--- src/teh_pkg.sv ---
// ============================================================
// Purpose: shared constants and types for the trigger/end-of-
//          measurement handshake block
// Assumes: 100 MHz mclk, active-low external pins
// Notes:   timing counts are derived from times in their own unit
package teh_pkg;

    // ============================================================
    // timing
    localparam int CLK_PERIOD_NS = 10;
    localparam int MS_NS         = 1000000;
    localparam int CYC_PER_MS    = MS_NS / CLK_PERIOD_NS;

    // ============================================================
    // widths and reset values
    localparam int  DEC_W        = 3;     // comparator decision outputs
    localparam int  VAL_W        = 32;    // measured value word
    localparam int  PW_W         = 7;     // pulse width in ms, 1..127, 0 acts as 1
    localparam int  CYC_W        = 24;
    localparam logic PIN_OFF     = 1'b1;  // active-low pin deasserted
    localparam logic PIN_ON      = 1'b0;  // active-low pin asserted

    // ============================================================
    // types
    typedef enum logic {
        TEH_EDGE_FALL,
        TEH_EDGE_RISE
    } teh_edge_t;

    typedef struct packed {
        teh_edge_t         measure_start_in_edge;   // which trigger edge starts
        logic              pulse_mode;  // 1: pulse, 0: hold
        logic [PW_W-1:0]   pulse_ms;    // pulse width in ms
    } teh_cfg_t;

    typedef struct packed {
        logic [DEC_W-1:0]  pass;        // per-comparator decision
        logic [VAL_W-1:0]  value;       // measured value
    } teh_result_t;

endpackage : teh_pkg

--- src/teh_handshake.sv ---
// ============================================================
// Purpose: trigger input, end-of-measurement and decision
//          outputs of the external control connector
// Assumes: measurement core answers meas_go with meas_done
// Notes:   result readback never stalls and is never stalled
`timescale 1ns/1ps

module teh_handshake #(
    parameter int CYC_PER_MS = teh_pkg::CYC_PER_MS
) (
    input  wire logic                     mclk,
    input  wire logic                     nrst,
    input  wire logic                     measure_start_in_n,
    input  wire teh_pkg::teh_cfg_t        cfg,
    input  wire logic                     init_done,
    input  wire logic                     meas_done,
    input  wire teh_pkg::teh_result_t     meas_result,
    input  wire logic                     rd_req,
    output logic                          rd_ack,
    output teh_pkg::teh_result_t          rd_data,
    output logic                          meas_go,
    output logic                          measure_done_out_n,
    output logic [teh_pkg::DEC_W-1:0]     decision_out_n
);
    import teh_pkg::*;

    typedef enum logic [2:0] {
        ST_INIT,
        ST_IDLE,
        ST_MEAS,
        ST_HOLD,
        ST_PULSE
    } teh_state_t;

    localparam logic [CYC_W-1:0] CYC_LAST = CYC_W'(CYC_PER_MS - 1);

    teh_state_t          state_r,  state_nxt;
    logic                eom_n_r,  eom_n_nxt;
    logic [DEC_W-1:0]    dec_n_r,  dec_n_nxt;
    logic                go_r,     go_nxt;
    logic [CYC_W-1:0]    cyc_r,    cyc_nxt;
    logic [PW_W-1:0]     ms_r,     ms_nxt;
    teh_result_t         res_r,    res_nxt;
    logic                measure_start_in_start;
    logic                can_start;

    // ============================================================
    // trigger front end
    teh_measure_start_in_edge u_measure_start_in (
        .mclk      (mclk),
        .nrst      (nrst),
        .pin_n     (measure_start_in_n),
        .measure_start_in_edge (cfg.measure_start_in_edge),
        .start     (measure_start_in_start)
    );

    // a trigger is only taken once running and not mid-measurement
    assign can_start = (state_r == ST_IDLE) || (state_r == ST_HOLD) ||
                       (state_r == ST_PULSE);

    // ============================================================
    // handshake state machine
    always_comb begin
        state_nxt = state_r;
        eom_n_nxt = eom_n_r;
        dec_n_nxt = dec_n_r;
        go_nxt    = 1'b0;
        cyc_nxt   = cyc_r;
        ms_nxt    = ms_r;
        case (state_r)
            ST_INIT: begin
                eom_n_nxt = PIN_ON;
                dec_n_nxt = {DEC_W{PIN_ON}};
                if (init_done) begin
                    state_nxt = ST_IDLE;
                    eom_n_nxt = PIN_OFF;
                    dec_n_nxt = {DEC_W{PIN_OFF}};
                end
            end
            ST_MEAS: begin
                if (meas_done) begin
                    dec_n_nxt = ~meas_result.pass;
                    eom_n_nxt = PIN_ON;
                    cyc_nxt   = '0;
                    ms_nxt    = PW_W'(1);
                    state_nxt = cfg.pulse_mode ? ST_PULSE : ST_HOLD;
                end
            end
            ST_PULSE: begin
                if (cyc_r == CYC_LAST) begin
                    cyc_nxt = '0;
                    if (ms_r >= cfg.pulse_ms) begin
                        eom_n_nxt = PIN_OFF;
                        state_nxt = ST_IDLE;
                    end else begin
                        ms_nxt = ms_r + PW_W'(1);
                    end
                end else begin
                    cyc_nxt = cyc_r + CYC_W'(1);
                end
            end
            default: begin
            end
        endcase
        // a new trigger overrides hold, pulse and idle
        if (can_start && measure_start_in_start) begin
            state_nxt = ST_MEAS;
            go_nxt    = 1'b1;
            eom_n_nxt = PIN_OFF;
            dec_n_nxt = {DEC_W{PIN_OFF}};
        end
    end

    always_ff @(posedge mclk or negedge nrst) begin
        if (!nrst) begin
            state_r <= ST_INIT;
            eom_n_r <= PIN_ON;
            dec_n_r <= {DEC_W{PIN_ON}};
            go_r    <= 1'b0;
            cyc_r   <= '0;
            ms_r    <= '0;
        end else begin
            state_r <= state_nxt;
            eom_n_r <= eom_n_nxt;
            dec_n_r <= dec_n_nxt;
            go_r    <= go_nxt;
            cyc_r   <= cyc_nxt;
            ms_r    <= ms_nxt;
        end
    end

    // ============================================================
    // result holding register for the communications side
    always_comb begin
        res_nxt = res_r;
        if (state_r == ST_MEAS && meas_done) begin
            res_nxt = meas_result;
        end
    end

    always_ff @(posedge mclk or negedge nrst) begin
        if (!nrst) begin
            res_r <= '0;
        end else begin
            res_r <= res_nxt;
        end
    end

    assign rd_ack             = rd_req;
    assign rd_data            = res_r;
    assign meas_go            = go_r;
    assign measure_done_out_n = eom_n_r;
    assign decision_out_n     = dec_n_r;

    // ============================================================
    // checks
    int unsigned pulse_len_r;

    always_ff @(posedge mclk or negedge nrst) begin
        if (!nrst) begin
            pulse_len_r <= 0;
        end else begin
            pulse_len_r <= (state_r == ST_PULSE) ? pulse_len_r + 1 : 0;
        end
    end

    AST_HOLD_KEEPS: assert property (
        @(posedge mclk) disable iff (!nrst)
        (state_r == ST_HOLD && !measure_start_in_start) |=>
            (measure_done_out_n == PIN_ON) && (state_r == ST_HOLD))
        else $error("done output dropped in hold without trigger");

    AST_PULSE_WIDTH: assert property (
        @(posedge mclk) disable iff (!nrst)
        ($past(state_r) == ST_PULSE && state_r == ST_IDLE) |->
            (pulse_len_r == ((cfg.pulse_ms == '0) ? 1 :
                             int'(cfg.pulse_ms)) * CYC_PER_MS) &&
            (measure_done_out_n == PIN_OFF))
        else $error("done pulse width wrong");

    AST_EDGE_GO: assert property (
        @(posedge mclk) disable iff (!nrst)
        (can_start && measure_start_in_start) |=> meas_go ##1 !meas_go)
        else $error("trigger edge did not start one measurement");

    AST_DEC_OFF: assert property (
        @(posedge mclk) disable iff (!nrst)
        (state_r == ST_MEAS) |-> (decision_out_n == {DEC_W{PIN_OFF}}))
        else $error("decision output active during measurement");

    AST_DEC_SET: assert property (
        @(posedge mclk) disable iff (!nrst)
        (state_r == ST_MEAS && meas_done && !measure_start_in_start) |=>
            (decision_out_n == ~$past(meas_result.pass)))
        else $error("decision not taken at end of measurement");

    AST_READ_FREE: assert property (
        @(posedge mclk) disable iff (!nrst)
        rd_req |-> rd_ack && (rd_data == res_r))
        else $error("readback was stalled");

    AST_READ_LATEST: assert property (
        @(posedge mclk) disable iff (!nrst)
        (state_r == ST_MEAS && meas_done) |=>
            (rd_data == $past(meas_result)))
        else $error("readback does not show the latest result");

    AST_NEW_MEASURE_START_IN_OFF: assert property (
        @(posedge mclk) disable iff (!nrst)
        ((state_r == ST_HOLD || state_r == ST_PULSE) && measure_start_in_start) |=>
            (measure_done_out_n == PIN_OFF) && (state_r == ST_MEAS))
        else $error("done output not released by new trigger");

    AST_POWER_ON: assert property (
        @(posedge mclk) disable iff (!nrst)
        (state_r == ST_INIT && init_done) |->
            (measure_done_out_n == PIN_ON) ##1
            (measure_done_out_n == PIN_OFF &&
             decision_out_n == {DEC_W{PIN_OFF}}))
        else $error("outputs wrong around start of operation");

endmodule : teh_handshake

--- src/teh_measure_start_in_edge.sv ---
// ============================================================
// Purpose: synchronise the trigger pin and pick out one edge
// Assumes: pin may change at any time relative to mclk
// Notes:   one start pulse per qualifying edge
`timescale 1ns/1ps
module teh_measure_start_in_edge (
    input  wire logic          mclk,
    input  wire logic          nrst,
    input  wire logic          pin_n,
    input  wire teh_pkg::teh_edge_t measure_start_in_edge,
    output logic               start
);
    import teh_pkg::*;

    logic [2:0] sh_r;
    logic [2:0] sh_nxt;

    // ============================================================
    // synchroniser plus history stage; sh_r[0] feeds only sh_r[1]
    always_comb begin
        sh_nxt = {sh_r[1:0], pin_n};
    end

    always_ff @(posedge mclk or negedge nrst) begin
        if (!nrst) begin
            sh_r <= {3{PIN_OFF}};
        end else begin
            sh_r <= sh_nxt;
        end
    end

    // edge detect on synchronised samples only
    assign start = (measure_start_in_edge == TEH_EDGE_RISE) ?
                   (sh_r[1] & ~sh_r[2]) :
                   (~sh_r[1] & sh_r[2]);

    AST_ONE_START: assert property (
        @(posedge mclk) disable iff (!nrst)
        start |=> !start)
        else $error("start pulse lasted more than one cycle");

endmodule : teh_measure_start_in_edge

--- config.mk ---
export PLATFORM = sky130hd
export DESIGN_NAME = teh_handshake
export DESIGN_NICKNAME = d
export VERILOG_FILES = /design/src/teh_pkg.sv /design/src/teh_handshake.sv /design/src/teh_measure_start_in_edge.sv
export SDC_FILE = /design/constraint.sdc
export NUM_CORES = 1
export LEC_CHECK = 0
export BUFFER_PORTS_ARGS = -buffer_cell sky130_fd_sc_hd__buf_2
export CAP_MARGIN = 15
export CELL_PAD_IN_SITES_DETAIL_PLACEMENT = 1
export CELL_PAD_IN_SITES_GLOBAL_PLACEMENT = 1
export CORE_UTILIZATION = 43
export CTS_CLUSTER_SIZE = 25
export DETAILED_ROUTE_END_ITERATION = 8
export PLACE_DENSITY_LB_ADDON = 0.1
export SETUP_SLACK_MARGIN = 0.3
export SLEW_MARGIN = 20
export SYNTH_ARGS = -nofsm -noshare
export SYNTH_HDL_FRONTEND = slang
export SYNTH_SLANG_ARGS = --single-unit
--- constraint.sdc ---
create_clock -name mclk -period 5.3 [get_ports mclk]
set_clock_uncertainty 0.2 [all_clocks]
set_input_delay 1.06 -clock mclk [delete_from_list [all_inputs] [get_ports mclk]]
set_output_delay 1.06 -clock mclk [all_outputs]
set_load 0.05 [all_outputs]
* Word level (Yosys, flattened, before mapping)
Index checks and enable logic that the tools add are counted.
** Storage, ports and cells
- Logic and storage cells :: 68
- Register bits :: 77
- Output and inout port bits :: 41
** Operators by class
- Bitwise logic cells :: 5
- Mux-type cells :: 26
- Equality and inequality tests :: 12
- Magnitude comparators :: 1
- Reduce and logical (&&, ||, !) cells :: 13
- $add $sub $neg :: 2
** Operator list (number)
- $mux 24 :: 2
- $pmux 24 s2 :: 1
- $mux 3 :: 9
- $add 24x1->24 const B :: 1
- $eq 24x17->1 const B :: 1
- $mux 7 :: 3
- $pmux 7 s2 :: 1
- $pmux 3 s3 :: 1
- $reduce_and 4->1 :: 2
- $add 7x1->7 const B :: 1
- $ge 7x7->1 :: 1
- $mux 1 :: 7
- $eq 3x2->1 const B :: 2
- $ne 3x1->1 const B :: 2
- $ne 3x3->1 const B :: 2
- $pmux 3 s2 :: 1
- $reduce_and 5->1 :: 1
- $ne 2x2->1 const B :: 2
- $reduce_and 2->1 :: 2
- $reduce_bool 4->1 :: 1
- $eq 3x1->1 const B :: 1
- $eq 3x3->1 const B :: 1
- $logic_not 3->1 :: 1
- $not 3->3 :: 1
- 8 further kinds :: 12

* Logic depth before layout (Yosys ltp)
Gate-level depths: netlist of run 1.
- Depth in word-level cells :: 6
- Mapped depth :: 8
- Depth with buffers taken out :: 7

* By module
From an unflattened synthesis of run 1, not the netlist that was laid out.
** Unflattened totals
- Cells, all modules :: 419
- Area total of the unflattened synthesis :: 3766.1 um^2
** Modules (own cells, without submodules)
- teh_handshake :: area an instance 3664.8 um^2, cells each 413, instances 1
- teh_measure_start_in_edge :: area an instance 101.3 um^2, cells each 6, instances 1

* Worst setup path after synthesis of run 1
OpenSTA, ideal clock, no wires.
- Kind :: in2reg
- Start point :: input cfg[2] (netlist bit)
- End point :: register ms_r[3]
- Cell stages on the path :: 7
- Required time :: 5.021 ns
- Arrival time :: 2.390 ns
- Path buffers :: 0
- Setup time :: 0.079 ns
- Slack :: 2.630 ns
- Path through :: inv_1 ha_1 a21o_1 a31oi_1 o21ai_1 nor4_1 mux2i_1
** On the way
- Word-level cells in the longest chain between the ends :: 3
** Ends and longest elaborated chain
- from (decl) :: RTL line teh_handshake.sv:14 : input wire teh_pkg::teh_cfg_t cfg,
- $ge 7x7->1 :: RTL line teh_handshake.sv:92 : if (ms_r >= cfg.pulse_ms) begin
- $ne 2x2->1 (no line)
- $reduce_and 4->1 (no line)
- to (signal assigned) :: RTL line teh_handshake.sv:128 : ms_r <= ms_nxt;
- to (decl) :: RTL line teh_handshake.sv:42 : logic [PW_W-1:0] ms_r, ms_nxt;
Every way passes these cells.
A chain may end at the register's enable or synchronous reset.

* Worst setup path in the final report of run 1
- Start point :: register state_r[0]
- End point :: register ms_r[0]
** On the way
- Word-level cells in the longest chain between the ends :: 3
- Elaborated cells on any way between the ends :: 8
** Ends and longest elaborated chain
- from (decl) :: RTL line teh_handshake.sv:37 : teh_state_t state_r, state_nxt;
- from (signal assigned) :: RTL line teh_handshake.sv:123 : state_r <= state_nxt;
- $eq 3x3->1 or $eq 3x2->1 (tied branches) :: RTL line teh_handshake.sv:70 : case (state_r)
- $ne 2x2->1 (no line), or another cell as far along
- $reduce_and 4->1 (no line)
Several ways; a longest one is shown, not always the timed one.

==> results of run 1 <==
==> logic make-up after synthesis <==
| family | after synthesis |
|---|---|
| compound gates | 87 |
| flops | 77 |
| mux | 10 |
| simple gates | 227 |
| fa+ha+maj | 9 |
| buf+inv | 41 |
==> final cells by class <==
class / count / area (um2)
fillers: 1075 / 4120
well taps: 108 / 135
flip-flops and latches: 77 / 1930
repair buffers: 89 / 450
clock buffers: 10 / 128
clock inverters: 6 / 111
multi-input cells: 333 / 1860
inverters: 17 / 63.8
==> where the power goes <==
part / total (W) / internal (W) / switching (W)
registers: 0.00109 / 0.000825 / 0.000264
logic: 0.00123 / 0.000345 / 0.000888
clock network: 0.000544 / 0.000313 / 0.000231
==> synth_stat cells, types with 2 or more instances <==
library cell and instances:
a21oi_1 19, a22o_1 2, a31oi_1 22, a41oi_1 4, and3_1 6, and4_1 3
buf_1 4, buf_2 8, buf_4 2, clkbuf_1 10, dfrtp_1 74, dfstp_2 3
ha_1 9, inv_1 17, mux2i_1 10, nand2_1 142, nand2b_1 7, nand3_1 14
nand3_2 2, nand4_1 6, nor2_1 19, nor2b_1 2, nor3_1 3, nor3b_1 2
nor4_1 6, nor4_4 2, nor4b_2 2, o211ai_1 3, o21a_1 2, o21ai_0 19
o21ai_1 2, o31a_1 4, o31ai_1 2, or2_2 2
==> per-layer routing <==
layer  global-route usage [%]  vias up  share of wire [%]
met1                     29.5     1736                 46
met3                     4.22        5                4.2
met4                     8.51        0               0.77
met5                        0        -                  0
li1                         -     1711                  -
met2                     36.6       74                 49
==> worst min path at each step <==
stage / start / to / slack (ns) / cells after the start
floorplan: u_measure_start_in.sh_r[0]$_DFF_PN1_ / u_measure_start_in.sh_r[1]$_DFF_PN1_ / 0.15 / 0
global placement: u_measure_start_in.sh_r[0]$_DFF_PN1_ / u_measure_start_in.sh_r[1]$_DFF_PN1_ / 0.15 / 0
detailed placement: u_measure_start_in.sh_r[0]$_DFF_PN1_ / u_measure_start_in.sh_r[1]$_DFF_PN1_ / 0.16 / 0
CTS: u_measure_start_in.sh_r[1]$_DFF_PN1_ / u_measure_start_in.sh_r[2]$_DFF_PN1_ / 0.17 / 0
global route: u_measure_start_in.sh_r[1]$_DFF_PN1_ / u_measure_start_in.sh_r[2]$_DFF_PN1_ / 0.18 / 0
finish: u_measure_start_in.sh_r[0]$_DFF_PN1_ / u_measure_start_in.sh_r[1]$_DFF_PN1_ / 0.17 / 0
==> sequential cells by signal (all words and copies together), names as in the netlist <==
name / count
cyc_r: 24
decision_out_n: 3
meas_go: 1
measure_done_out_n: 1
ms_r: 7
rd_data: 35
state_r: 3
u_measure_start_in.sh_r: 3
==> worst max-delay path, delay by kind of cell (launching register included) <==
kind / cells / cell delay [ns]
flip-flops: 1 / 0.52
AO/OA/AOI/OAI: 1 / 0.72
AND/OR/NAND/NOR: 3 / 1.26
==> stage by stage <==
stage                     cell area, um2  cells
after detailed placement            4440    624
after CTS                           4680    640
after global routing                4680    640
after floorplan                     3960    451
final                               4680    640
after global placement              4440    624
==> results.yml, run 1 <==
outcome:
  status: "complete, but fails checks"
  violations: "design-rule violations"
pwr:
  p_total_w: 0.00287
  peakVddDrop_v: 0.000350
  power.density_nw_per_um2: 612
  leakagePower_nw: 2.34
die:
  io_pins: 91
  rows: 34
  die_x_um: 98.0
  die-height_um: 98.0
  core_um2: 8810
  die_area_um2: 9590
  start_util_pct: 45.0
logic_synthesis:
  synth_mux_area_share_pct: 2.53
  synth_compound_area_share_pct: 13.7
  yosys.area_share.simple_pct: 27.8
  yosysWarnings: 0
  synthXorXnorAreaFrac_pct: 0
  syn_nets: 510
  syn_area_um2: 3960
  syn_area_per_cell_um2: 8.78
  synth_edf_count: 0
  yosysSeqAreaShare_pct: 48.8
  synth_cell_types: 51
  ys_ff_latch: 77
  synth_top_family_by_area: "simple AND/OR/NAND/NOR gates"
  synthCells: 451
  synth-async-reset-ratio_pct: 100
  synth.largest_area_cell: "dfrtp_1"
  yosysTopAreaCellShare_pct: 46.8
  ys.flop_type: "dfrtp_1"
  synth_fa_ha_area_share_pct: 2.84
  synth_area_leaders: "dfrtp_1 (47%), nand2_1 (13%), a31oi_1 (3.5%), ha_1 (2.8%), mux2i_1 (2.5%)"
grt:
  global_route.overflow_total: 0
  grt_start_max_net_pins: 78
  first_global_vias: 3572
  antenna_found_initial: 0
  grtUsageTotal_pct: 22.4
  grt_pass1_wl_mm: 17.2
setup_path:
  critPathMaxStageDelay_ns: 0.77
  rr_endpoint: "ms_r[0]$_DFFE_PN0P_"
  cp_max_fo: 47
  reg2reg_depth: 4
  startpoint: "state_r[0]$_DFFE_PN0P_"
  cpMaxStageDelayCell: "nand3_2"
  crit_arrival_ns: 2.85
  worstSetupPathType: "register to register"
  rrSetupSlack_ns: 2.47
  required_ns: 5.32
  crit_path_end: "ms_r[0]$_DFFE_PN0P_"
  r2r_start: "state_r[0]$_DFFE_PN0P_"
  cp-end-kind: "register"
  cp-start-kind: "register"
  worstPathCellList: "nor2_1 > nand3_2 > a2111oi_0 > nor3_1"
hold_path:
  worstHoldPathType: "register to register"
placed_design:
  dp_hpwl_mm: 6.72
  dp_slack_ns: 2.14
  port_buffers: 88
  gp_congestion: 0.769
routing:
  via_per_inst: 5.51
  drtIter0Drc: 137
  num_vias: 3526
  post_drt_wl_per_cell_um: 15.6
  final_antenna_net_count: 0
  routed_wl_mm: 9.98
  drtPass1Iterations: 8
  drc: 6
sta:
  tightestPinTransition_ns: 0.970
  max_slew_margin_pct: 35.1
  hold_viol_final: 0
  fmax_mhz: 354
  finalSetupTns_ns: 0
  final.period_utilization_pct: 53.3
  setup_viol_count_final: 0
  rsz0062_at_grt: "no"
  hold_ws_ns: 0.170
  min_period_ns: 2.83
  drv_slew: 0
  setup_ws_ns: 2.47
clock_tree:
  ctsHoldBuffers: 0
  numCtsBuffers: 9
  clock_tree.buffer_depth: 2
  ctsResizeCount: 0
  worst_setup_hold_path_clk_slew_ns: 0.09
  htreeDepth: 3
  cts_root_buf: "clkbuf_8"
  cts_setup_buffers: 0
  cts_tree: "built"
  clk_latency_ns: 0.36
  cts.sinks: 77
layout:
  fin_nets: 586
  drive_gt1_share_pct: 23.1
  antenna_cells: 0
  final_cell_mix: "nand2_1 (142), buf_2 (87), dfrtp_1 (74)"
  layout_commonest_cell: "nand2_1"
  final_core_util_pct: 53.2
  syn_to_final_growth_pct: 18.3
run:
  maxCapViolations: 0
Power figures use the tool's default switching activity.
==> run 2, diff against run 1 <==
Settings changed: ABC_AREA from default to 1, CORE_UTILIZATION 43 to 36.
Clock period 5.3 ns to 2.45 ns, I/O delays scaled along.
==> run 2 against run 1 <==
Net effect: sequential share of layout area is 2.9 points lower; sequential power is 110% higher; count of clock-buffer cells in the layout stayed put; synthesized area is 3.7% higher; largest power group unchanged; routed wire length is 7.3% higher; worst hold slack worse by 0.12 ns; sequential cell count stayed put; global-route usage is 2.3 points lower; the flow now finishes without violations; design area is 7.6% higher; via count hardly changed; power is 130% higher; largest cell class unchanged.
==> results.yml, run 2 <==
routing:
  num_vias: 3525
  via_per_inst: 4.92
  drc: 0
  final_antenna_net_count: 0
  drtPass1Iterations: 4
  routed_wl_mm: 10.7
  drtIter0Drc: 119
  post_drt_wl_per_cell_um: 15.0
setup_path:
  cp-end-kind: "register"
  worstSetupPathType: "register to register"
  worstPathCellList: "ha_1 > nand2_1 > inv_1 > nand2_1 > nand2_1 > nand2_1 > nand2_1 > nand2_2 > nand3_2 > nand2_1 > nand2_1"
  required_ns: 2.49
  cp_max_fo: 8
  reg2reg_depth: 11
  cp_common_cell: "nand2_1"
  critPathMaxStageDelay_ns: 0.43
  crit_arrival_ns: 2.01
  cp-start-kind: "register"
  cpMaxStageDelayCell: "dfrtp_1"
  rrSetupSlack_ns: 0.48
outcome:
  status: "finished, final reports clean"
grt:
  grt_start_max_net_pins: 40
  global_route.overflow_total: 0
  grt_pass1_wl_mm: 17.9
  grtUsageTotal_pct: 20.1
  antenna_found_initial: 0
  first_global_vias: 3633
die:
  rows: 38
  die_area_um2: 11800
  core_um2: 11000
  start_util_pct: 37.4
  die_x_um: 109
  io_pins: 91
  die-height_um: 109
logic_synthesis:
  syn_area_um2: 4100
  synth_edf_count: 0
  syn_area_per_cell_um2: 8.66
  ys.flop_type: "dfrtp_1"
  synth_area_leaders: "dfrtp_1 (45%), nand2_1 (11%), inv_1 (5.7%), mux2_4 (5.1%), mux2_2 (4.9%)"
  synth_most_common_cell: "nand2_1"
  yosysSeqAreaShare_pct: 47.0
  yosysWarnings: 0
  yosysTopAreaCellShare_pct: 45.1
  synth.largest_area_cell: "dfrtp_1"
  ys_ff_latch: 77
  synthCells: 474
  synth_common_cells: "nand2_1 (115), dfrtp_1 (74), inv_1 (62), nor2_1 (44), nand3_1 (38)"
  syn_nets: 533
  synth_cell_types: 30
  synth-async-reset-ratio_pct: 100
layout:
  design_area_um2: 5040
  drive_gt1_share_pct: 28.5
  largest_reg_flops: 35
  final_core_util_pct: 45.9
  final_cell_mix: "nand2_1 (113), buf_2 (87), dfrtp_1 (73)"
  antenna_cells: 0
  finalNonFillerCells: 716
  layout_commonest_cell: "nand2_1"
  syn_to_final_growth_pct: 22.8
  fin_nets: 630
sta:
  drv_slew: 0
  final.period_utilization_pct: 80.4
  tightestPinTransition_ns: 0.541
  hold_viol_final: 0
  min_period_ns: 1.97
  rsz0062_at_grt: "yes"
  setup_viol_count_final: 0
  max_slew_margin_pct: 63.6
  finalSetupTns_ns: 0
  fmax_mhz: 508
run:
  maxCapViolations: 0
placed_design:
  placed_area_um2: 4710
  placed_cells: 699
  gp_congestion: 0.787
  dp_hpwl_mm: 8.15
  port_buffers: 88
clock_tree:
  cts_root_buf: "clkbuf_16"
  worst_setup_hold_path_clk_slew_ns: 0.06
  clock_tree.buffer_depth: 2
  cts.sinks: 77
  numCtsBuffers: 9
  htreeDepth: 3
  cts_tree: "built"
  clk_latency_ns: 0.35
pwr:
  power.density_nw_per_um2: 1310
  leakagePower_nw: 2.59
  p_total_w: 0.00658
  peakVddDrop_v: 0.000683
hold_path:
  holdPathStages: 1
  worstHoldPathType: "input port to register"
[run 2: where the power goes]
| part | switching, W | total [W] | internal [W] |
|---|---|---|---|
| sequential | 0.000427 | 0.00224 | 0.00181 |
| combinational | 0.00212 | 0.00302 | 0.000896 |
| clock | 0.000544 | 0.00133 | 0.000787 |
[run 2: layer usage]
metal | global-route usage [%] | vias to the layer above | share of wire (%)
li1 | - | 1741 | -
met1 | 26.2 | 1697 | 47
met2 | 31.5 | 75 | 46
met3 | 5.26 | 12 | 5.3
met4 | 8.40 | 0 | 2.0
met5 | 0 | - | 0
[run 2: final timing paths]
check,start,endpoint
min in group asynchronous,nrst,cyc_r[21]$_DFFE_PN0P_
setup / recovery,ms_r[2]$_DFFE_PN0P_,ms_r[5]$_DFFE_PN0P_
hold / removal,measure_start_in_n,u_measure_start_in.sh_r[0]$_DFF_PN1_
hold reg to reg,u_measure_start_in.sh_r[0]$_DFF_PN1_,u_measure_start_in.sh_r[1]$_DFF_PN1_
max in group asynchronous,nrst,u_measure_start_in.sh_r[2]$_DFF_PN1_
setup reg to reg,ms_r[2]$_DFFE_PN0P_,ms_r[5]$_DFFE_PN0P_
[run 2: per-stage QoR]
stage | setup slack (ns) | hold slack, ns
CTS | 0.323 | 0.0361
global placement | 0.345 | 0.146
floorplan | 0.584 | -0.00559
finish | 0.480 | 0.0471
global route | 0.289 | 0.0453
detailed placement | 0.200 | 0.151
[run 2: cells by family (layout without fill, tap and decap cells)]
kind of cell,count (synthesis),count (layout),share of synthesized area (%)
flip-flops,77,77,47.0
XOR/XNOR,9,9,1.92
AO/OA/AOI/OAI,40,40,5.12
AND/OR/NAND/NOR,233,233,25.3
multiplexers,32,32,10.1
buffers and inverters,74,176,7.77
adder cells (fa/ha/maj),9,9,2.74
[run 2: final cells by class]
cell class	instances	area, um2
Clock buffer	10	229
Tap cell	140	175
Inverter	63	236
Clock inverter	6	63.8
Fill cell	1359	5940
Multi-Input combinational cell	323	1880
Sequential cell	77	1930
Timing Repair Buffer	97	526
[run 2: worst max-delay path, delay by kind of cell, from the launching register on]
family        cells  cell delay (ns)
simple gates      9             0.85
flops             1             0.43
fa+ha+maj         1             0.33
buf+inv           1             0.04
[run 2: timing repair]
action / CTS / global route
resized for setup: 3 / 5
hold buffers: 1 / 0
endpoints found under the hold margin: 19 / 0
endpoints found under the setup margin: 9 / 19
gates cloned: 0 / 0
buffers inserted: 0 / 0
==> run 3, diff against run 2 <==
Clock period 2.45 ns to 1.7 ns, I/O delays scaled along.
==> run 3 against run 2 <==
Net effect: the flow now finishes with violations (negative setup slack); die area is the same; setup slack lost 0.81 ns; sequential cell count is the same; core utilization grew 19 points; global-route usage grew 8.2 points; critical endpoint is now cyc_r[10]$_DFFE_PN0P_; via count grew 28%; sequential share of layout area shrank 11 points; count of clock-buffer cells in the layout grew 1; sequential power grew 52%; final cell count grew 18%; critical path depth shrank 2.
==> results.yml, run 3 (synthesis results as in run 2) <==
grt:
  first_global_vias: 4709
  antenna_found_initial: 0
  grtUsageTotal_pct: 28.2
  grt_start_max_net_pins: 52
  global_route.overflow_total: 0
  grt_pass1_wl_mm: 24.6
clock_tree:
  htreeDepth: 3
  clock_tree.buffer_depth: 2
  clk_latency_ns: 0.35
  cts.sinks: 77
  cts_tree: "built"
  cts_root_buf: "clkbuf_16"
  worst_setup_hold_path_clk_slew_ns: 0.07
  numCtsBuffers: 9
hold_path:
  hp-start: "meas_result[5]"
  worstHoldPathType: "input port to register"
  holdPathStages: 2
  worstHoldEndpoint: "rd_data[5]$_DFFE_PN0P_"
sta:
  finalSetupTns_ns: -11.81
  rsz0062_at_grt: "yes"
  fmax_mhz: 492
  drv_slew: 0
  setup_ws_ns: -0.332
  hold_viol_final: 0
  min_period_ns: 2.03
  setup_viol_count_final: 67
  final.period_utilization_pct: 120
  max_slew_margin_pct: 74.6
  tightestPinTransition_ns: 0.381
setup_path:
  cpMaxStageDelayCell: "dfrtp_1"
  worstPathCellList: "nor2_2 > nand3_1 > nor2_1 > nand3_1 > nand2_2 > buf_4 > buf_4 > buf_4 > o21ai_2"
  cp-end-kind: "register"
  cp-start-kind: "register"
  rr_endpoint: "cyc_r[10]$_DFFE_PN0P_"
  reg2reg_depth: 9
  cp_max_fo: 4
  critPathMaxStageDelay_ns: 0.39
  r2r_start: "cyc_r[20]$_DFFE_PN0P_"
  cp_common_cell: "buf_4"
  worstSetupPathType: "register to register"
  crit_arrival_ns: 2.06
  required_ns: 1.73
  rrSetupSlack_ns: -0.33
layout:
  antenna_cells: 0
  syn_to_final_growth_pct: 73.0
  fin_nets: 759
  largest_reg_flops: 35
  drive_gt1_share_pct: 55.2
  layout_commonest_cell: "buf_4"
  fillers: 1199
  final_cell_mix: "buf_4 (106), nand2_1 (80), dfrtp_1 (69)"
  finalNonFillerCells: 845
placed_design:
  placed_cells: 756
  port_buffers: 88
  dp_hpwl_mm: 8.81
  gp_congestion: 0.804
  dp_slack_ns: -0.240
routing:
  post_drt_wl_per_cell_um: 22.9
  wl_met3_um: 784
  final_antenna_net_count: 0
  drtPass1Iterations: 4
  drtIter0Drc: 208
  routed_wl_mm: 19.3
  drc: 0
  num_vias: 4498
  via_per_inst: 5.32
  wl_met2_mm: 10.4
  maxUsedRoutingLayer: "met4"
  drt-met1-wl_mm: 7.15
pwr:
  peakVddDrop_v: 0.00147
  leakagePower_nw: 3.61
  power.density_nw_per_um2: 1880
die:
  die_area_um2: 11800
  die-height_um: 109
  rows: 38
  die_x_um: 109
  start_util_pct: 37.4
  io_pins: 91
  core_um2: 11000
outcome:
  violations: "negative setup slack"
  status: "complete, but fails checks"
run:
  maxCapViolations: 0
## run 3: power breakdown
part	internal (W)	switching, W	leakage [nW]
Combinational	0.00352	0.00441	2.50
Clock	0.00109	0.000936	0.139
Sequential	0.00262	0.000785	0.970
Total	0.00722	0.00613	3.61
## run 3: worst max-delay path by stage
stage / from / end / cells after the start
2_1_floorplan: state_r[0]$_DFFE_PN0P_ / rd_data[17]$_DFFE_PN0P_ / 7
3_3_place_gp: cyc_r[1]$_DFFE_PN0P_ / state_r[1]$_DFFE_PN0P_ / 10
3_5_place_dp: cfg[6] / state_r[1]$_DFFE_PN0P_ / 12
4_1_cts: cyc_r[0]$_DFFE_PN0P_ / ms_r[6]$_DFFE_PN0P_ / 10
5_1_grt: state_r[2]$_DFFE_PN0P_ / cyc_r[7]$_DFFE_PN0P_ / 9
6_report: cyc_r[20]$_DFFE_PN0P_ / cyc_r[10]$_DFFE_PN0P_ / 9
## run 3: critical path: cells and delay by family, from the launching register on
| kind | cells | cell delay [ns] |
|---|---|---|
| compound gates | 1 | 0.05 |
| buf+inv | 3 | 0.33 |
| flops | 1 | 0.39 |
| simple gates | 5 | 0.92 |
## run 3: through the flow
step	area (um2)	total power, W	utilization [%]	hold slack (ns)
after floorplan	4190	0.00656	-	-0.156
after global placement	5240	0.00810	47.7	0.146
after detailed placement	5240	0.00829	47.7	0.144
after CTS	6640	0.0120	60.5	0.0153
after global routing	7100	0.0138	64.6	0.0211
final	7100	0.0133	64.6	0.0141
## run 3: final cells by class
type	instances	area [um2]	share of cell area (%)
clock buffers	11	253	3.56
clock inverters	5	41.3	0.582
inverters	63	255	3.60
multi-input cells	323	2430	34.3
flip-flops and latches	77	1940	27.3
well taps	140	175	2.47
repair buffers	226	2000	28.2
## run 3: what timing repair did
item / in CTS / in global routing
endpoints found under the hold margin: 75 / 0
setup endpoints to repair: 114 / 114
gates resized for setup: 203 / 59
hold buffers: 2 / 0
pin swaps: 28 / 28
cloned: 3 / 0
setup buffers: 39 / 29
## run 3: per-layer routing
layer  global-route usage [%]  vias to the layer above
li1                         -                     1997
met1                     32.7                     2274
met2                     50.1                      163
met3                     4.66                       64
met4                     14.3                        0
met5                        0                        -
